[config.mk]
export PLATFORM = sky130hd
export DESIGN_NAME = mssc_core
export DESIGN_NICKNAME = d
export VERILOG_FILES = /design/src/hdl/mssc_pkg.sv /design/src/hdl/mssc_fifo.sv /design/src/hdl/mssc_core.sv
export SDC_FILE = /design/constraint.sdc
export NUM_CORES = 2
export LEC_CHECK = 0
export CORE_AREA = 2 2 383 385
export CTS_BUF_LIST = sky130_fd_sc_hd__clkbuf_4
export CTS_CLUSTER_DIAMETER = 40
export CTS_CLUSTER_SIZE = 30
export DETAILED_ROUTE_END_ITERATION = 8
export DIE_AREA = 0 0 385 387
export DONT_BUFFER_PORTS = 1
export GPL_TIMING_DRIVEN = 0
export SKIP_CTS_REPAIR_TIMING = 1
export SLEW_MARGIN = 25
export SYNTH_ARGS = -nofsm -noshare
export SYNTH_HDL_FRONTEND = slang
export SYNTH_SLANG_ARGS = --single-unit
[constraint.sdc]
create_clock -name i_ref_clk -period 39.6 [get_ports i_ref_clk]
set_clock_uncertainty 0.2 [all_clocks]
set_input_delay 1.98 -clock i_ref_clk [delete_from_list [all_inputs] [get_ports i_ref_clk]]
set_output_delay 1.98 -clock i_ref_clk [all_outputs]
set_load 0.05 [all_outputs]
[src/hdl/mssc_pkg.sv]
// Package of the math-store, service-request and sub-sampling command block.
// Assumes a single 250 MHz clock domain and a command decoder upstream.
package mssc_pkg;

  localparam int MSSC_VAL_W = 32;
  localparam int MSSC_IDX_W = 5;
  localparam int MSSC_NUM_REGS = 16;

  // Register indices
  localparam logic [4:0] IDX_FILTER_TIME_CONSTANT = 5'h01;
  localparam logic [4:0] IDX_LOWER = 5'h02;
  localparam logic [4:0] IDX_PASS_MAX = 5'h03;
  localparam logic [4:0] IDX_READING_AVERAGE = 5'h04;
  localparam logic [4:0] IDX_PASS_MIN = 5'h05;
  localparam logic [4:0] IDX_STAT_SAMPLE_COUNT = 5'h06;
  localparam logic [4:0] IDX_OFFSET = 5'h07;
  localparam logic [4:0] IDX_RATIO_TARGET_VALUE = 5'h08;
  localparam logic [4:0] IDX_DB_REF = 5'h09;
  localparam logic [4:0] IDX_LOAD_IMPEDANCE_VALUE = 5'h0a;
  localparam logic [4:0] IDX_SCALE_DIVISOR = 5'h0b;
  localparam logic [4:0] IDX_HOLE = 5'h0c;
  localparam logic [4:0] IDX_UPPER = 5'h0d;
  localparam logic [4:0] IDX_SPARE_VALUE = 5'h0e;
  localparam logic [4:0] IDX_PASSES_BEFORE_FAIL = 5'h0f;

  // Power-on contents
  localparam logic [31:0] RST_FILTER_TIME_CONSTANT = 32'h0000_0014;
  localparam logic [31:0] RST_LOAD_IMPEDANCE_VALUE = 32'h0000_0032;
  localparam logic [31:0] RST_ONE = 32'h0000_0001;
  localparam logic [31:0] RST_ZERO = 32'h0000_0000;

  // Status bit set by the service-request command, and its mask weight
  localparam int STB_SRQ_CMD_BIT = 2;
  localparam logic [7:0] STB_SRQ_CMD_WEIGHT = 8'h04;
  localparam logic [7:0] RST_SERVICE_MASK = 8'h00;
  localparam logic [7:0] RST_STATUS = 8'h00;
  localparam logic [31:0] RST_SAMPLE_COUNT = 32'h0000_0001;

  // Range codes, peak thresholds in microvolts
  typedef enum logic [2:0] {
    MSSC_RNG_10MV = 3'h0,
    MSSC_RNG_100MV = 3'h1,
    MSSC_RNG_1V = 3'h2,
    MSSC_RNG_10V = 3'h3,
    MSSC_RNG_100V = 3'h4,
    MSSC_RNG_1000V = 3'h5,
    MSSC_RNG_BAD = 3'h7
  } mssc_range_type;
  localparam logic [31:0] PEAK_10MV_UV = 32'h0000_2ee0;    // .012 V
  localparam logic [31:0] PEAK_100MV_UV = 32'h0001_d4c0;   // .120 V
  localparam logic [31:0] PEAK_1V_UV = 32'h0012_4f80;      // 1.2 V
  localparam logic [31:0] PEAK_10V_UV = 32'h00b7_1b00;     // 12 V
  localparam logic [31:0] PEAK_100V_UV = 32'h0727_0e00;    // 120 V
  localparam logic [31:0] PEAK_1000V_UV = 32'h3b9a_ca00;   // 1E3 V

  // Level trigger ceiling in percent of range; short-integer ceiling
  localparam logic [15:0] LEVEL_MAX_PCT = 16'h01f4;  // 500
  localparam logic [15:0] SHORT_INTEGER_FORMAT_MAX_PCT = 16'h0078;   // 120

  // Least effective interval
  localparam int MIN_EFF_INTERVAL_NS = 10;
  localparam int CLK_PERIOD_NS = 4;
  localparam logic [31:0] MIN_EFF_INTERVAL_PS = 32'h0000_2710;

  localparam logic [1:0] FMT_SHORT_INT = 2'h0;
  localparam logic [1:0] RST_OUT_FMT = 2'h0;

  typedef enum logic [3:0] {
    MSSC_FUNC_NONE = 4'h0,
    MSSC_FUNC_AC_SS = 4'h1,
    MSSC_FUNC_DC_SS = 4'h2,
    MSSC_FUNC_OTHER = 4'h3
  } mssc_func_type;

  typedef struct packed {
    logic has_index;
    logic [4:0] index;
    logic has_value;
    logic [31:0] value;
  } mssc_store_type;

  typedef struct packed {
    logic [31:0] value;
    logic [4:0] index;
  } mssc_mrec_type;

  typedef struct packed {
    logic ac_only;
    logic has_peak;
    logic [31:0] peak_uv;
    logic has_resolution;
    logic [31:0] resolution;
  } mssc_ss_type;

  typedef struct packed {
    logic fifo_mode;
    logic empty;
    logic [1:0] mem_format;
  } mssc_mem_type;

  typedef struct packed {
    logic [15:0] bursts_n;
    logic [15:0] bursts_n1;
    logic [15:0] n;
  } mssc_parm_type;

endpackage

[src/hdl/mssc_fifo.sv]
// FIFO of sample words with valid/ready on both sides.
// Assumes one clock; depth a power of two.
module mssc_fifo #(
  parameter int WIDTH = 16,
  parameter int DEPTH = 16
) (
  input wire logic i_ref_clk,
  input wire logic i_rst,
  input wire logic i_in_valid,
  output logic o_in_ready,
  input wire logic [WIDTH-1:0] i_in_data,
  output logic o_out_valid,
  input wire logic i_out_ready,
  output logic [WIDTH-1:0] o_out_data
);
  localparam int AW = $clog2(DEPTH);
  // Pointers wrap by bit width, so only powers of two are served
  if (DEPTH < 2 || (1 << AW) != DEPTH) begin : g_bad_depth
    $error("mssc_fifo depth must be a power of two");
  end
  logic [WIDTH-1:0] mem [DEPTH];
  logic [AW:0] wr_ptr, rd_ptr, next_wr_ptr, next_rd_ptr;
  logic push, pop;
  always_comb begin
    o_in_ready = (wr_ptr - rd_ptr) != (AW+1)'(DEPTH);
    o_out_valid = wr_ptr != rd_ptr;
    push = i_in_valid && o_in_ready;
    pop = o_out_valid && i_out_ready;
    next_wr_ptr = wr_ptr + (AW+1)'(push);
    next_rd_ptr = rd_ptr + (AW+1)'(pop);
    o_out_data = mem[rd_ptr[AW-1:0]];
  end
  always_ff @(posedge i_ref_clk or posedge i_rst) begin
    if (i_rst) begin
      wr_ptr <= '0;
      rd_ptr <= '0;
    end else begin
      wr_ptr <= next_wr_ptr;
      rd_ptr <= next_rd_ptr;
    end
  end
  always_ff @(posedge i_ref_clk) begin
    if (push) begin
      mem[wr_ptr[AW-1:0]] <= i_in_data;
    end
  end
endmodule

[src/hdl/mssc_core.sv]
// Command block: math-register store, service request, sub-sampling setup.
// Assumes a decoder on i_ref_clk that pulses one command at a time.
module mssc_core import mssc_pkg::*; #(
  parameter int SAMPLE_W = 16,
  parameter int FIFO_DEPTH = 16
) (
  input wire logic i_ref_clk,
  input wire logic i_rst,
  input wire logic i_store_math_cmd,
  input wire mssc_store_type i_store,
  input wire logic [31:0] i_last_reading,
  input wire logic i_running_statistics_on,
  input wire logic i_pass_fail_check_on,
  input wire logic i_srq_cmd,
  input wire logic i_service_enable_cmd,
  input wire logic [7:0] i_service_mask,
  input wire logic [7:0] i_status_events,
  input wire logic i_clear_status,
  input wire logic i_subsample_cmd,
  input wire mssc_ss_type i_ss,
  input wire logic i_other_func_cmd,
  input wire logic i_set_out_fmt,
  input wire logic [1:0] i_out_fmt,
  input wire logic [15:0] i_level_pct,
  input wire logic i_sweep_cmd,
  input wire logic [31:0] i_sweep_interval_ps,
  input wire logic [31:0] i_sweep_count,
  input wire logic i_reading_count_cmd,
  input wire logic i_mem_enabled,
  input wire mssc_mem_type i_mem,
  input wire logic i_trigger_arm_event,
  input wire logic i_trigger_event,
  input wire logic i_sample_event,
  input wire logic i_sync_event,
  input wire logic i_sample_valid,
  input wire logic [SAMPLE_W-1:0] i_sample,
  input wire mssc_parm_type i_burst_parms,
  input wire logic i_out_ready,
  output logic o_out_valid,
  output logic [SAMPLE_W-1:0] o_out_sample,
  output logic o_sample_ready,
  output logic o_srq,
  output logic [7:0] o_status,
  output logic o_cmd_error,
  output logic o_config_clash_error,
  output logic o_subsampling,
  output logic o_ac_only,
  output mssc_range_type o_range,
  output logic o_autozero_en,
  output logic o_autorange_en,
  output logic [1:0] o_out_fmt,
  output logic o_reorder_to_mem,
  output logic o_level_ok,
  output logic o_short_integer_format_overrange,
  output logic [31:0] o_eff_interval_ps,
  output logic [31:0] o_sample_count,
  output mssc_parm_type o_subsample_params_query,
  output logic o_take_burst,
  output logic [31:0] o_math_reg [MSSC_NUM_REGS]
);
  if (SAMPLE_W < 1 || FIFO_DEPTH < 2) begin : g_bad_parms
    $error("mssc_core parameters out of range");
  end

  // ----------------------------------------------------------------
  // Math registers
  // ----------------------------------------------------------------
  logic [31:0] math_reg [MSSC_NUM_REGS];
  logic [31:0] next_math_reg [MSSC_NUM_REGS];
  logic [4:0] st_idx;
  logic [31:0] st_val;
  logic st_ok;

  function automatic logic [31:0] reset_value(input int i);
    logic [31:0] v;
    v = RST_ZERO;
    if (5'(i) == IDX_FILTER_TIME_CONSTANT) v = RST_FILTER_TIME_CONSTANT;
    if (5'(i) == IDX_LOAD_IMPEDANCE_VALUE) v = RST_LOAD_IMPEDANCE_VALUE;
    if (5'(i) == IDX_RATIO_TARGET_VALUE || 5'(i) == IDX_DB_REF ||
        5'(i) == IDX_SCALE_DIVISOR) v = RST_ONE;
    return v;
  endfunction

  always_comb begin
    st_idx = i_store.has_index ? i_store.index
                               : IDX_FILTER_TIME_CONSTANT;
    // All ones is stored as given, never read as a default
    st_val = i_store.has_value ? i_store.value : i_last_reading;
    st_ok = st_idx != '0 && st_idx != IDX_HOLE &&
            st_idx <= IDX_PASSES_BEFORE_FAIL;
    for (int i = 0; i < MSSC_NUM_REGS; i++) begin
      next_math_reg[i] = math_reg[i];
    end
    if (i_store_math_cmd && st_ok) begin
      next_math_reg[st_idx[3:0]] = st_val;
    end
    // Live statistics take precedence over any stored value
    if (i_running_statistics_on) begin
      if (i_last_reading > math_reg[IDX_UPPER[3:0]])
        next_math_reg[IDX_UPPER[3:0]] = i_last_reading;
      if (i_last_reading < math_reg[IDX_LOWER[3:0]])
        next_math_reg[IDX_LOWER[3:0]] = i_last_reading;
    end
    if (i_pass_fail_check_on) begin
      next_math_reg[IDX_PASSES_BEFORE_FAIL[3:0]] = i_last_reading;
    end
  end

  always_ff @(posedge i_ref_clk or posedge i_rst) begin
    if (i_rst) begin
      for (int i = 0; i < MSSC_NUM_REGS; i++) begin
        math_reg[i] <= reset_value(i);
      end
      o_cmd_error <= 1'b0;
    end else begin
      for (int i = 0; i < MSSC_NUM_REGS; i++) begin
        math_reg[i] <= next_math_reg[i];
      end
      o_cmd_error <= i_store_math_cmd && !st_ok;
    end
  end
  assign o_math_reg = math_reg;

  // ----------------------------------------------------------------
  // Status and service request
  // ----------------------------------------------------------------
  logic [7:0] status, next_status, mask, next_mask;
  always_comb begin
    next_mask = i_service_enable_cmd ? i_service_mask : mask;
    // Set wins over a clear in the same cycle
    next_status = (i_clear_status ? 8'h00 : status) | i_status_events;
    if (i_srq_cmd) next_status[STB_SRQ_CMD_BIT] = 1'b1;
  end
  always_ff @(posedge i_ref_clk or posedge i_rst) begin
    if (i_rst) begin
      status <= RST_STATUS;
      mask <= RST_SERVICE_MASK;
    end else begin
      status <= next_status;
      mask <= next_mask;
    end
  end
  assign o_status = status;
  assign o_srq = |(status & mask);

  // ----------------------------------------------------------------
  // Sub-sampling configuration
  // ----------------------------------------------------------------
  logic ss, next_ss, ac, next_ac, forced, next_forced;
  logic [1:0] fmt, next_fmt, saved_fmt, next_saved_fmt;
  mssc_range_type rng, next_rng, sel_rng;
  logic [31:0] eff, next_eff, cnt, next_cnt;

  always_comb begin
    if (!i_ss.has_peak) sel_rng = MSSC_RNG_10V;
    else if (i_ss.peak_uv <= PEAK_10MV_UV) sel_rng = MSSC_RNG_10MV;
    else if (i_ss.peak_uv <= PEAK_100MV_UV) sel_rng = MSSC_RNG_100MV;
    else if (i_ss.peak_uv <= PEAK_1V_UV) sel_rng = MSSC_RNG_1V;
    else if (i_ss.peak_uv <= PEAK_10V_UV) sel_rng = MSSC_RNG_10V;
    else if (i_ss.peak_uv <= PEAK_100V_UV) sel_rng = MSSC_RNG_100V;
    else if (i_ss.peak_uv <= PEAK_1000V_UV) sel_rng = MSSC_RNG_1000V;
    else sel_rng = MSSC_RNG_BAD;
    next_ss = ss;
    next_ac = ac;
    next_rng = rng;
    next_fmt = fmt;
    next_saved_fmt = saved_fmt;
    next_forced = forced;
    next_eff = eff;
    next_cnt = cnt;
    if (i_set_out_fmt) next_fmt = i_out_fmt;
    // Resolution field is never read
    if (i_subsample_cmd && sel_rng != MSSC_RNG_BAD) begin
      next_ss = 1'b1;
      next_ac = i_ss.ac_only;
      next_rng = sel_rng;
      if (!i_mem_enabled) begin
        if (!forced) next_saved_fmt = fmt;
        next_fmt = FMT_SHORT_INT;
        next_forced = 1'b1;
      end // memory enabled keeps fmt
    end else if (i_other_func_cmd) begin
      next_ss = 1'b0;
      if (forced) next_fmt = saved_fmt;
      next_forced = 1'b0;
    end
    if (i_sweep_cmd && i_sweep_interval_ps >= MIN_EFF_INTERVAL_PS) begin
      next_eff = i_sweep_interval_ps;
      next_cnt = i_sweep_count;
    end
  end

  always_ff @(posedge i_ref_clk or posedge i_rst) begin
    if (i_rst) begin
      ss <= 1'b0;
      ac <= 1'b0;
      rng <= MSSC_RNG_10V;
      fmt <= RST_OUT_FMT;
      saved_fmt <= RST_OUT_FMT;
      forced <= 1'b0;
      eff <= MIN_EFF_INTERVAL_PS;
      cnt <= RST_SAMPLE_COUNT;
    end else begin
      ss <= next_ss;
      ac <= next_ac;
      rng <= next_rng;
      fmt <= next_fmt;
      saved_fmt <= next_saved_fmt;
      forced <= next_forced;
      eff <= next_eff;
      cnt <= next_cnt;
    end
  end

  assign o_subsampling = ss;
  assign o_ac_only = ac;
  assign o_range = rng;
  assign o_out_fmt = fmt;
  assign o_autozero_en = !ss;
  assign o_autorange_en = !ss;
  assign o_eff_interval_ps = eff;
  assign o_sample_count = cnt;
  assign o_level_ok = i_level_pct <= LEVEL_MAX_PCT;
  assign o_short_integer_format_overrange = i_level_pct > SHORT_INTEGER_FORMAT_MAX_PCT;
  assign o_reorder_to_mem = ss && i_mem_enabled;
  assign o_subsample_params_query = i_burst_parms;

  // ----------------------------------------------------------------
  // Arm check and event gating
  // ----------------------------------------------------------------
  logic armed, next_armed, clash, next_clash, mem_ok;
  logic nrdg_err, next_nrdg_err;
  always_comb begin
    mem_ok = i_mem.fifo_mode && i_mem.empty &&
             i_mem.mem_format == FMT_SHORT_INT;
    next_armed = armed;
    next_clash = 1'b0;
    next_nrdg_err = ss && i_reading_count_cmd;
    if (!ss) next_armed = 1'b0;
    // Trigger and sample events have no path into this logic
    else if (i_trigger_arm_event) begin
      if (i_mem_enabled && !mem_ok) begin
        next_armed = 1'b0;
        next_clash = 1'b1;
      end else begin
        next_armed = 1'b1;
      end
    end
  end
  always_ff @(posedge i_ref_clk or posedge i_rst) begin
    if (i_rst) begin
      armed <= 1'b0;
      clash <= 1'b0;
      nrdg_err <= 1'b0;
    end else begin
      armed <= next_armed;
      clash <= next_clash;
      nrdg_err <= next_nrdg_err;
    end
  end
  assign o_config_clash_error = clash | nrdg_err;
  assign o_take_burst = armed && i_sync_event;

  // ----------------------------------------------------------------
  // Sample buffer
  // ----------------------------------------------------------------
  logic fifo_in_ready;
  mssc_fifo #(.WIDTH(SAMPLE_W), .DEPTH(FIFO_DEPTH)) u_fifo (
    .i_ref_clk(i_ref_clk),
    .i_rst(i_rst),
    .i_in_valid(i_sample_valid && armed),
    .o_in_ready(fifo_in_ready),
    .i_in_data(i_sample),
    .o_out_valid(o_out_valid),
    .i_out_ready(i_out_ready),
    .o_out_data(o_out_sample)
  );
  assign o_sample_ready = fifo_in_ready && armed;

  // ----------------------------------------------------------------
  // Checks
  // ----------------------------------------------------------------
  chk_srq_sets_bit: assert property (
    @(posedge i_ref_clk) disable iff (i_rst)
    i_srq_cmd |=> status[STB_SRQ_CMD_BIT])
    else $error("srq command did not set bit 2");
  chk_srq_line: assert property (
    @(posedge i_ref_clk) disable iff (i_rst)
    i_srq_cmd && mask[STB_SRQ_CMD_BIT] && !i_service_enable_cmd |=> o_srq)
    else $error("srq line not asserted");
  chk_bad_index: assert property (
    @(posedge i_ref_clk) disable iff (i_rst)
    i_store_math_cmd && i_store.has_index && i_store.index == IDX_HOLE
    |=> o_cmd_error)
    else $error("index 12 not rejected");
  chk_store_default: assert property (
    @(posedge i_ref_clk) disable iff (i_rst)
    i_store_math_cmd && !i_store.has_index && i_store.has_value
    |=> math_reg[1] == $past(i_store.value))
    else $error("default store target wrong");
  // Live math functions may legally overwrite a store, so they are excluded
  chk_store_lands: assert property (
    @(posedge i_ref_clk) disable iff (i_rst)
    i_store_math_cmd && st_ok && !i_running_statistics_on && !i_pass_fail_check_on
    |=> math_reg[$past(st_idx[3:0])] == $past(st_val))
    else $error("stored value not in register");
  chk_force_short_integer_format: assert property (
    @(posedge i_ref_clk) disable iff (i_rst)
    i_subsample_cmd && !i_mem_enabled && i_ss.has_peak == 1'b0
    |=> fmt == FMT_SHORT_INT && o_range == MSSC_RNG_10V)
    else $error("format not forced");
  chk_fmt_restore: assert property (
    @(posedge i_ref_clk) disable iff (i_rst)
    i_other_func_cmd && !i_subsample_cmd && !i_set_out_fmt && forced
    |=> fmt == $past(saved_fmt))
    else $error("output format not restored");
  chk_mem_keeps_fmt: assert property (
    @(posedge i_ref_clk) disable iff (i_rst)
    i_subsample_cmd && i_mem_enabled && !i_set_out_fmt
    |=> fmt == $past(fmt))
    else $error("output format changed with memory on");
  chk_auto_off: assert property (
    @(posedge i_ref_clk) disable iff (i_rst)
    ss |-> !o_autozero_en && !o_autorange_en)
    else $error("auto functions active in sub-sampling");
  chk_arm_clash: assert property (
    @(posedge i_ref_clk) disable iff (i_rst)
    ss && i_trigger_arm_event && i_mem_enabled && !i_mem.empty
    |=> o_config_clash_error && !armed)
    else $error("arm check missed");
  chk_events_ignored: assert property (
    @(posedge i_ref_clk) disable iff (i_rst)
    ss && !i_trigger_arm_event |=> armed == $past(armed))
    else $error("arm state moved without an arm event");
  chk_count_refused: assert property (
    @(posedge i_ref_clk) disable iff (i_rst)
    ss && i_reading_count_cmd && !i_sweep_cmd
    |=> o_config_clash_error && cnt == $past(cnt))
    else $error("reading count accepted in sub-sampling");
  chk_min_interval: assert property (
    @(posedge i_ref_clk) disable iff (i_rst)
    eff >= MIN_EFF_INTERVAL_PS)
    else $error("interval below minimum");
  cov_srq: cover property (@(posedge i_ref_clk) i_srq_cmd ##1 o_srq);
  cov_arm: cover property (@(posedge i_ref_clk) ss && i_trigger_arm_event
    ##1 armed);
  cov_clash: cover property (@(posedge i_ref_clk) clash);
  cov_restore: cover property (@(posedge i_ref_clk)
    forced && i_other_func_cmd);
  cov_burst: cover property (@(posedge i_ref_clk) o_take_burst);
endmodule

==> impl_metrics.py <==
metrics = {
    "worst_setup_path": {
        "criticalPathCategory": "register to output pin",
        "cell_mode_on_critical_path": "sky130_fd_sc_hd__clkbuf_1",
        "critical_path.max_fanout": 10,
        "timing.critical_path.slowest_cell_delay_ns": 0.70,
        "end_kind": "output pin",
        "setup.worst_path.start_class": "register",
        "path_delay_family": "buffers and inverters",
        "critPathBufInv": 3,
        "worst-endpoint-arrival_ns": 4.46,
        "crit_required_ns": 37.42,
        "crit_path_cell_trace": "clkbuf_1, clkbuf_1, inv_1, ha_1, nor2b_1, o21a_1, o211ai_1, o41a_1, o31a_1",
        "crit_path_top_delay_cell": "sky130_fd_sc_hd__clkbuf_1",
    },
    "yosys": {
        "synth.distinct_cells": 73,
        "synth-main-ff-cell": "sky130_fd_sc_hd__dfrtp_1",
        "yosysWarnings": 0,
        "synth.yosys.seq_area_share_pct": 63.8,
        "synth_edf_count": 256,
        "postSynthRegisterBits": 872,
        "netlist_area_sq_um": 36300,
        "post_synth_inst_count": 2988,
        "synthesis.nets": 3383,
        "post_synth.cell_area_avg_sq_um": 12.1,
        "asyncSetResetFlopFracSynth_pct": 70.6,
    },
    "grt": {
        "grt_util_all_layers_pct": 19.1,
        "grt_first_pass_wirelength_microns": 201000,
        "grt_max_degree": 101,
        "first_global_vias": 25800,
        "grt_antenna_before_repair": 21,
        "grt_remaining_overflow": 0,
    },
    "clock_tree": {
        "cts_tree": "yes",
        "clk-insertion-delay-late_ns": 1.12,
        "cts.path.max_buffers": 3,
        "htree_levels": 4,
        "total_cts_buffers": 131,
        "tritoncts_num_sinks": 872,
        "cts-root-buf": "sky130_fd_sc_hd__clkbuf_4",
        "path_clk_slew_ns": 0.13,
    },
    "pwr": {
        "powerDensity_nw_per_um2": 67.7,
        "p_leak_nw": 16.9,
        "p_sw_share_pct": 44.3,
        "report.power.total_mw": 2.82,
        "total_switching_power_mw": 1.25,
        "share_clk_of_total_power_pct": 24.1,
        "cellInternalPower_mw": 1.57,
        "pwr-share-comb_pct": 22.8,
        "vdd_drop_max_mv": 0.0309,
        "seq_power_share_pct": 53.1,
    },
    "timing": {
        "timing.setup.tns_ns": 0,
        "timing.final.crit_share_pct": 16.8,
        "timing.fmax_mhz": 151,
        "relative_max_transition_margin_pct": 18.5,
        "setup_violations": 0,
        "post_layout_minimum_cycle_time_ns": 6.64,
        "worstMarginPinSlew_ns": 1.19,
        "grt_setup_unrepaired": "no",
        "final_max_slew_viol_count": 0,
        "final-hold-violation-count": 0,
    },
    "flow_run": {
        "max_cap_viol_count": 0,
    },
    "detailed_routing": {
        "drt.antenna.violating_nets": 0,
        "routed_wl_microns": 147000,
        "wl_per_cell_microns": 28.1,
        "viasPerCell": 5.03,
        "first_iter_violations": 2000,
        "route.vias.total": 26200,
        "drc": 0,
        "firstDrtPassIters": 5,
    },
    "layout": {
        "largest_register_ffs": 512,
        "layout.cell_area.non_filler_sq_um": 41700,
        "layout.nets": 3577,
        "drive_above_1_share_pct": 19.2,
        "syn_to_final_growth_pct": 15.0,
    },
    "hold_path": {
        "timing.hold.worst.class": "register to register",
    },
    "die": {
        "die-height_microns": 387,
        "core-area_sq_um": 145000,
        "start_util_pct": 25.0,
        "die_w_microns": 385,
        "floorplan.die_area_sq_um": 149000,
        "boundaryPins": 990,
        "core.rowCount": 140,
    },
    "placement": {
        "place.detailed.hpwl_microns": 114000,
        "port-buffer-count": 0,
        "gp_congestion": 0.942,
        "detailed_place.area_sq_um": 39500,
    },
    "status": {
        "run_status": "completed",
    },
}
layer usage:
| layer | up-vias | track usage [%] | part of all wire (%) |
|---|---|---|---|
| met5 | - | 0 | 0.062 |
| met3 | 356 | 7.13 | 11 |
| met2 | 1473 | 30.6 | 47 |
| met4 | 12 | 11.0 | 5.9 |
| li1 | 11000 | - | - |
| met1 | 13300 | 21.7 | 36 |
layout by cell type, fill, tap and decap left out, types with 44 or more instances in the layout:
| cell | count |
|---|---|
| sky130_fd_sc_hd__clkbuf_4 | 152 |
| sky130_fd_sc_hd__o21ai_0 | 376 |
| sky130_fd_sc_hd__nor2_1 | 186 |
| sky130_fd_sc_hd__nor3_1 | 44 |
| sky130_fd_sc_hd__a21oi_1 | 141 |
| sky130_fd_sc_hd__nand2_1 | 384 |
| sky130_fd_sc_hd__dfrtp_1 | 600 |
| sky130_fd_sc_hd__ha_1 | 71 |
| sky130_fd_sc_hd__mux2_2 | 105 |
| sky130_fd_sc_hd__inv_1 | 74 |
| sky130_fd_sc_hd__mux4_2 | 80 |
| sky130_fd_sc_hd__clkbuf_1 | 201 |
| sky130_fd_sc_hd__nand4_1 | 44 |
| sky130_fd_sc_hd__edfxtp_1 | 256 |
| sky130_fd_sc_hd__buf_4 | 72 |
logic make-up (layout without fill, tap and decap cells):
kind of cell,count (synthesis),in the layout,share of synthesized area (%)
buffers and inverters,387,689,4.60
adder cells (fa/ha/maj),71,71,2.45
XOR/XNOR,10,10,0.242
AO/OA/AOI/OAI,657,657,10.3
AND/OR/NAND/NOR,768,768,9.28
multiplexers,223,223,9.31
flip-flops,872,872,63.8
other,0,11,0
layout make-up:
| cell class | count | area (sq um) |
|---|---|---|
| fill | 14900 | 103000 |
| sequential | 872 | 23100 |
| multi-input combinational | 1729 | 11600 |
| tap | 1917 | 2400 |
| buffer | 310 | 1410 |
| clock buffer | 152 | 1140 |
| clock inverter | 89 | 988 |
| timing repair buffer | 61 | 709 |
| inverter | 77 | 297 |
| antenna | 11 | 27.5 |
per-stage QoR:
stage               utilization, %  worst slack [ns]  instances  hold WS [ns]
finish                        28.8             32.96       5218         0.294
global route                  28.8             32.59       5209         0.318
global placement              26.7             12.83       4905         0.281
CTS                           28.8             32.70       5207         0.296
floorplan                        -             20.20       2988         0.264
detailed placement            27.3             33.66       4966         0.285
final timing paths:
| kind | start | to | slack (ns) | cells past startpoint |
|---|---|---|---|---|
| min in group asynchronous | i_rst | o_math_reg[467]$_DFFE_PP0P_ | 0.61 | 1 |
| min reg2reg | u_fifo.wr_ptr[4]$_DFF_PP0_ | u_fifo.wr_ptr[4]$_DFF_PP0_ | 0.29 | 1 |
| max | u_fifo.rd_ptr[1]$_DFF_PP0_ | o_sample_ready | 32.96 | 9 |
| max reg2reg | u_fifo.rd_ptr[1]$_DFF_PP0_ | u_fifo.mem[3][15]$_DFFE_PP_ | 33.66 | 14 |
| min | u_fifo.wr_ptr[4]$_DFF_PP0_ | u_fifo.wr_ptr[4]$_DFF_PP0_ | 0.29 | 1 |
| max in group asynchronous | i_rst | o_math_reg[8]$_DFFE_PP0P_ | 36.76 | 4 |
Yosys cell counts (33+ instances only):
library cell                 n  area share (%)
sky130_fd_sc_hd__a21oi_1   142             2.0
sky130_fd_sc_hd__a311oi_1   33            0.80
sky130_fd_sc_hd__buf_4      52             1.1
sky130_fd_sc_hd__clkbuf_1  224             2.3
sky130_fd_sc_hd__dfrtp_1   600              41
sky130_fd_sc_hd__edfxtp_1  256              21
sky130_fd_sc_hd__ha_1       71             2.4
sky130_fd_sc_hd__inv_1      75            0.78
sky130_fd_sc_hd__mux2_2    105             3.3
sky130_fd_sc_hd__mux2i_1    36            0.99
sky130_fd_sc_hd__mux4_2     80             5.0
sky130_fd_sc_hd__nand2_1   385             4.0
sky130_fd_sc_hd__nand4_1    44            0.76
sky130_fd_sc_hd__nor2_1    186             1.9
sky130_fd_sc_hd__nor3_1     52            0.72
sky130_fd_sc_hd__o21ai_0   376             5.2
worst reg2reg max path, delay by kind of cell, from the launching register on:
kind                       cells  cell delay, ns
and+or+nand+nor                3            1.24
buffers and inverters          6            2.38
AOI/OAI and AO/OA              4            1.08
adders and majority gates      1            0.33
DFF                            1            0.41
power by group through the flow:
stage	logic [mW]	clock network (mW)	registers (mW)
2_1_floorplan	0.476	0	1.44
3_3_place_gp	0.614	0	1.52
3_5_place_dp	0.640	0	1.52
4_1_cts	0.642	0.701	1.50
5_1_grt	0.698	0.735	1.51
6_report	0.642	0.680	1.50
Note: power is estimated with default switching activity, not from simulation.
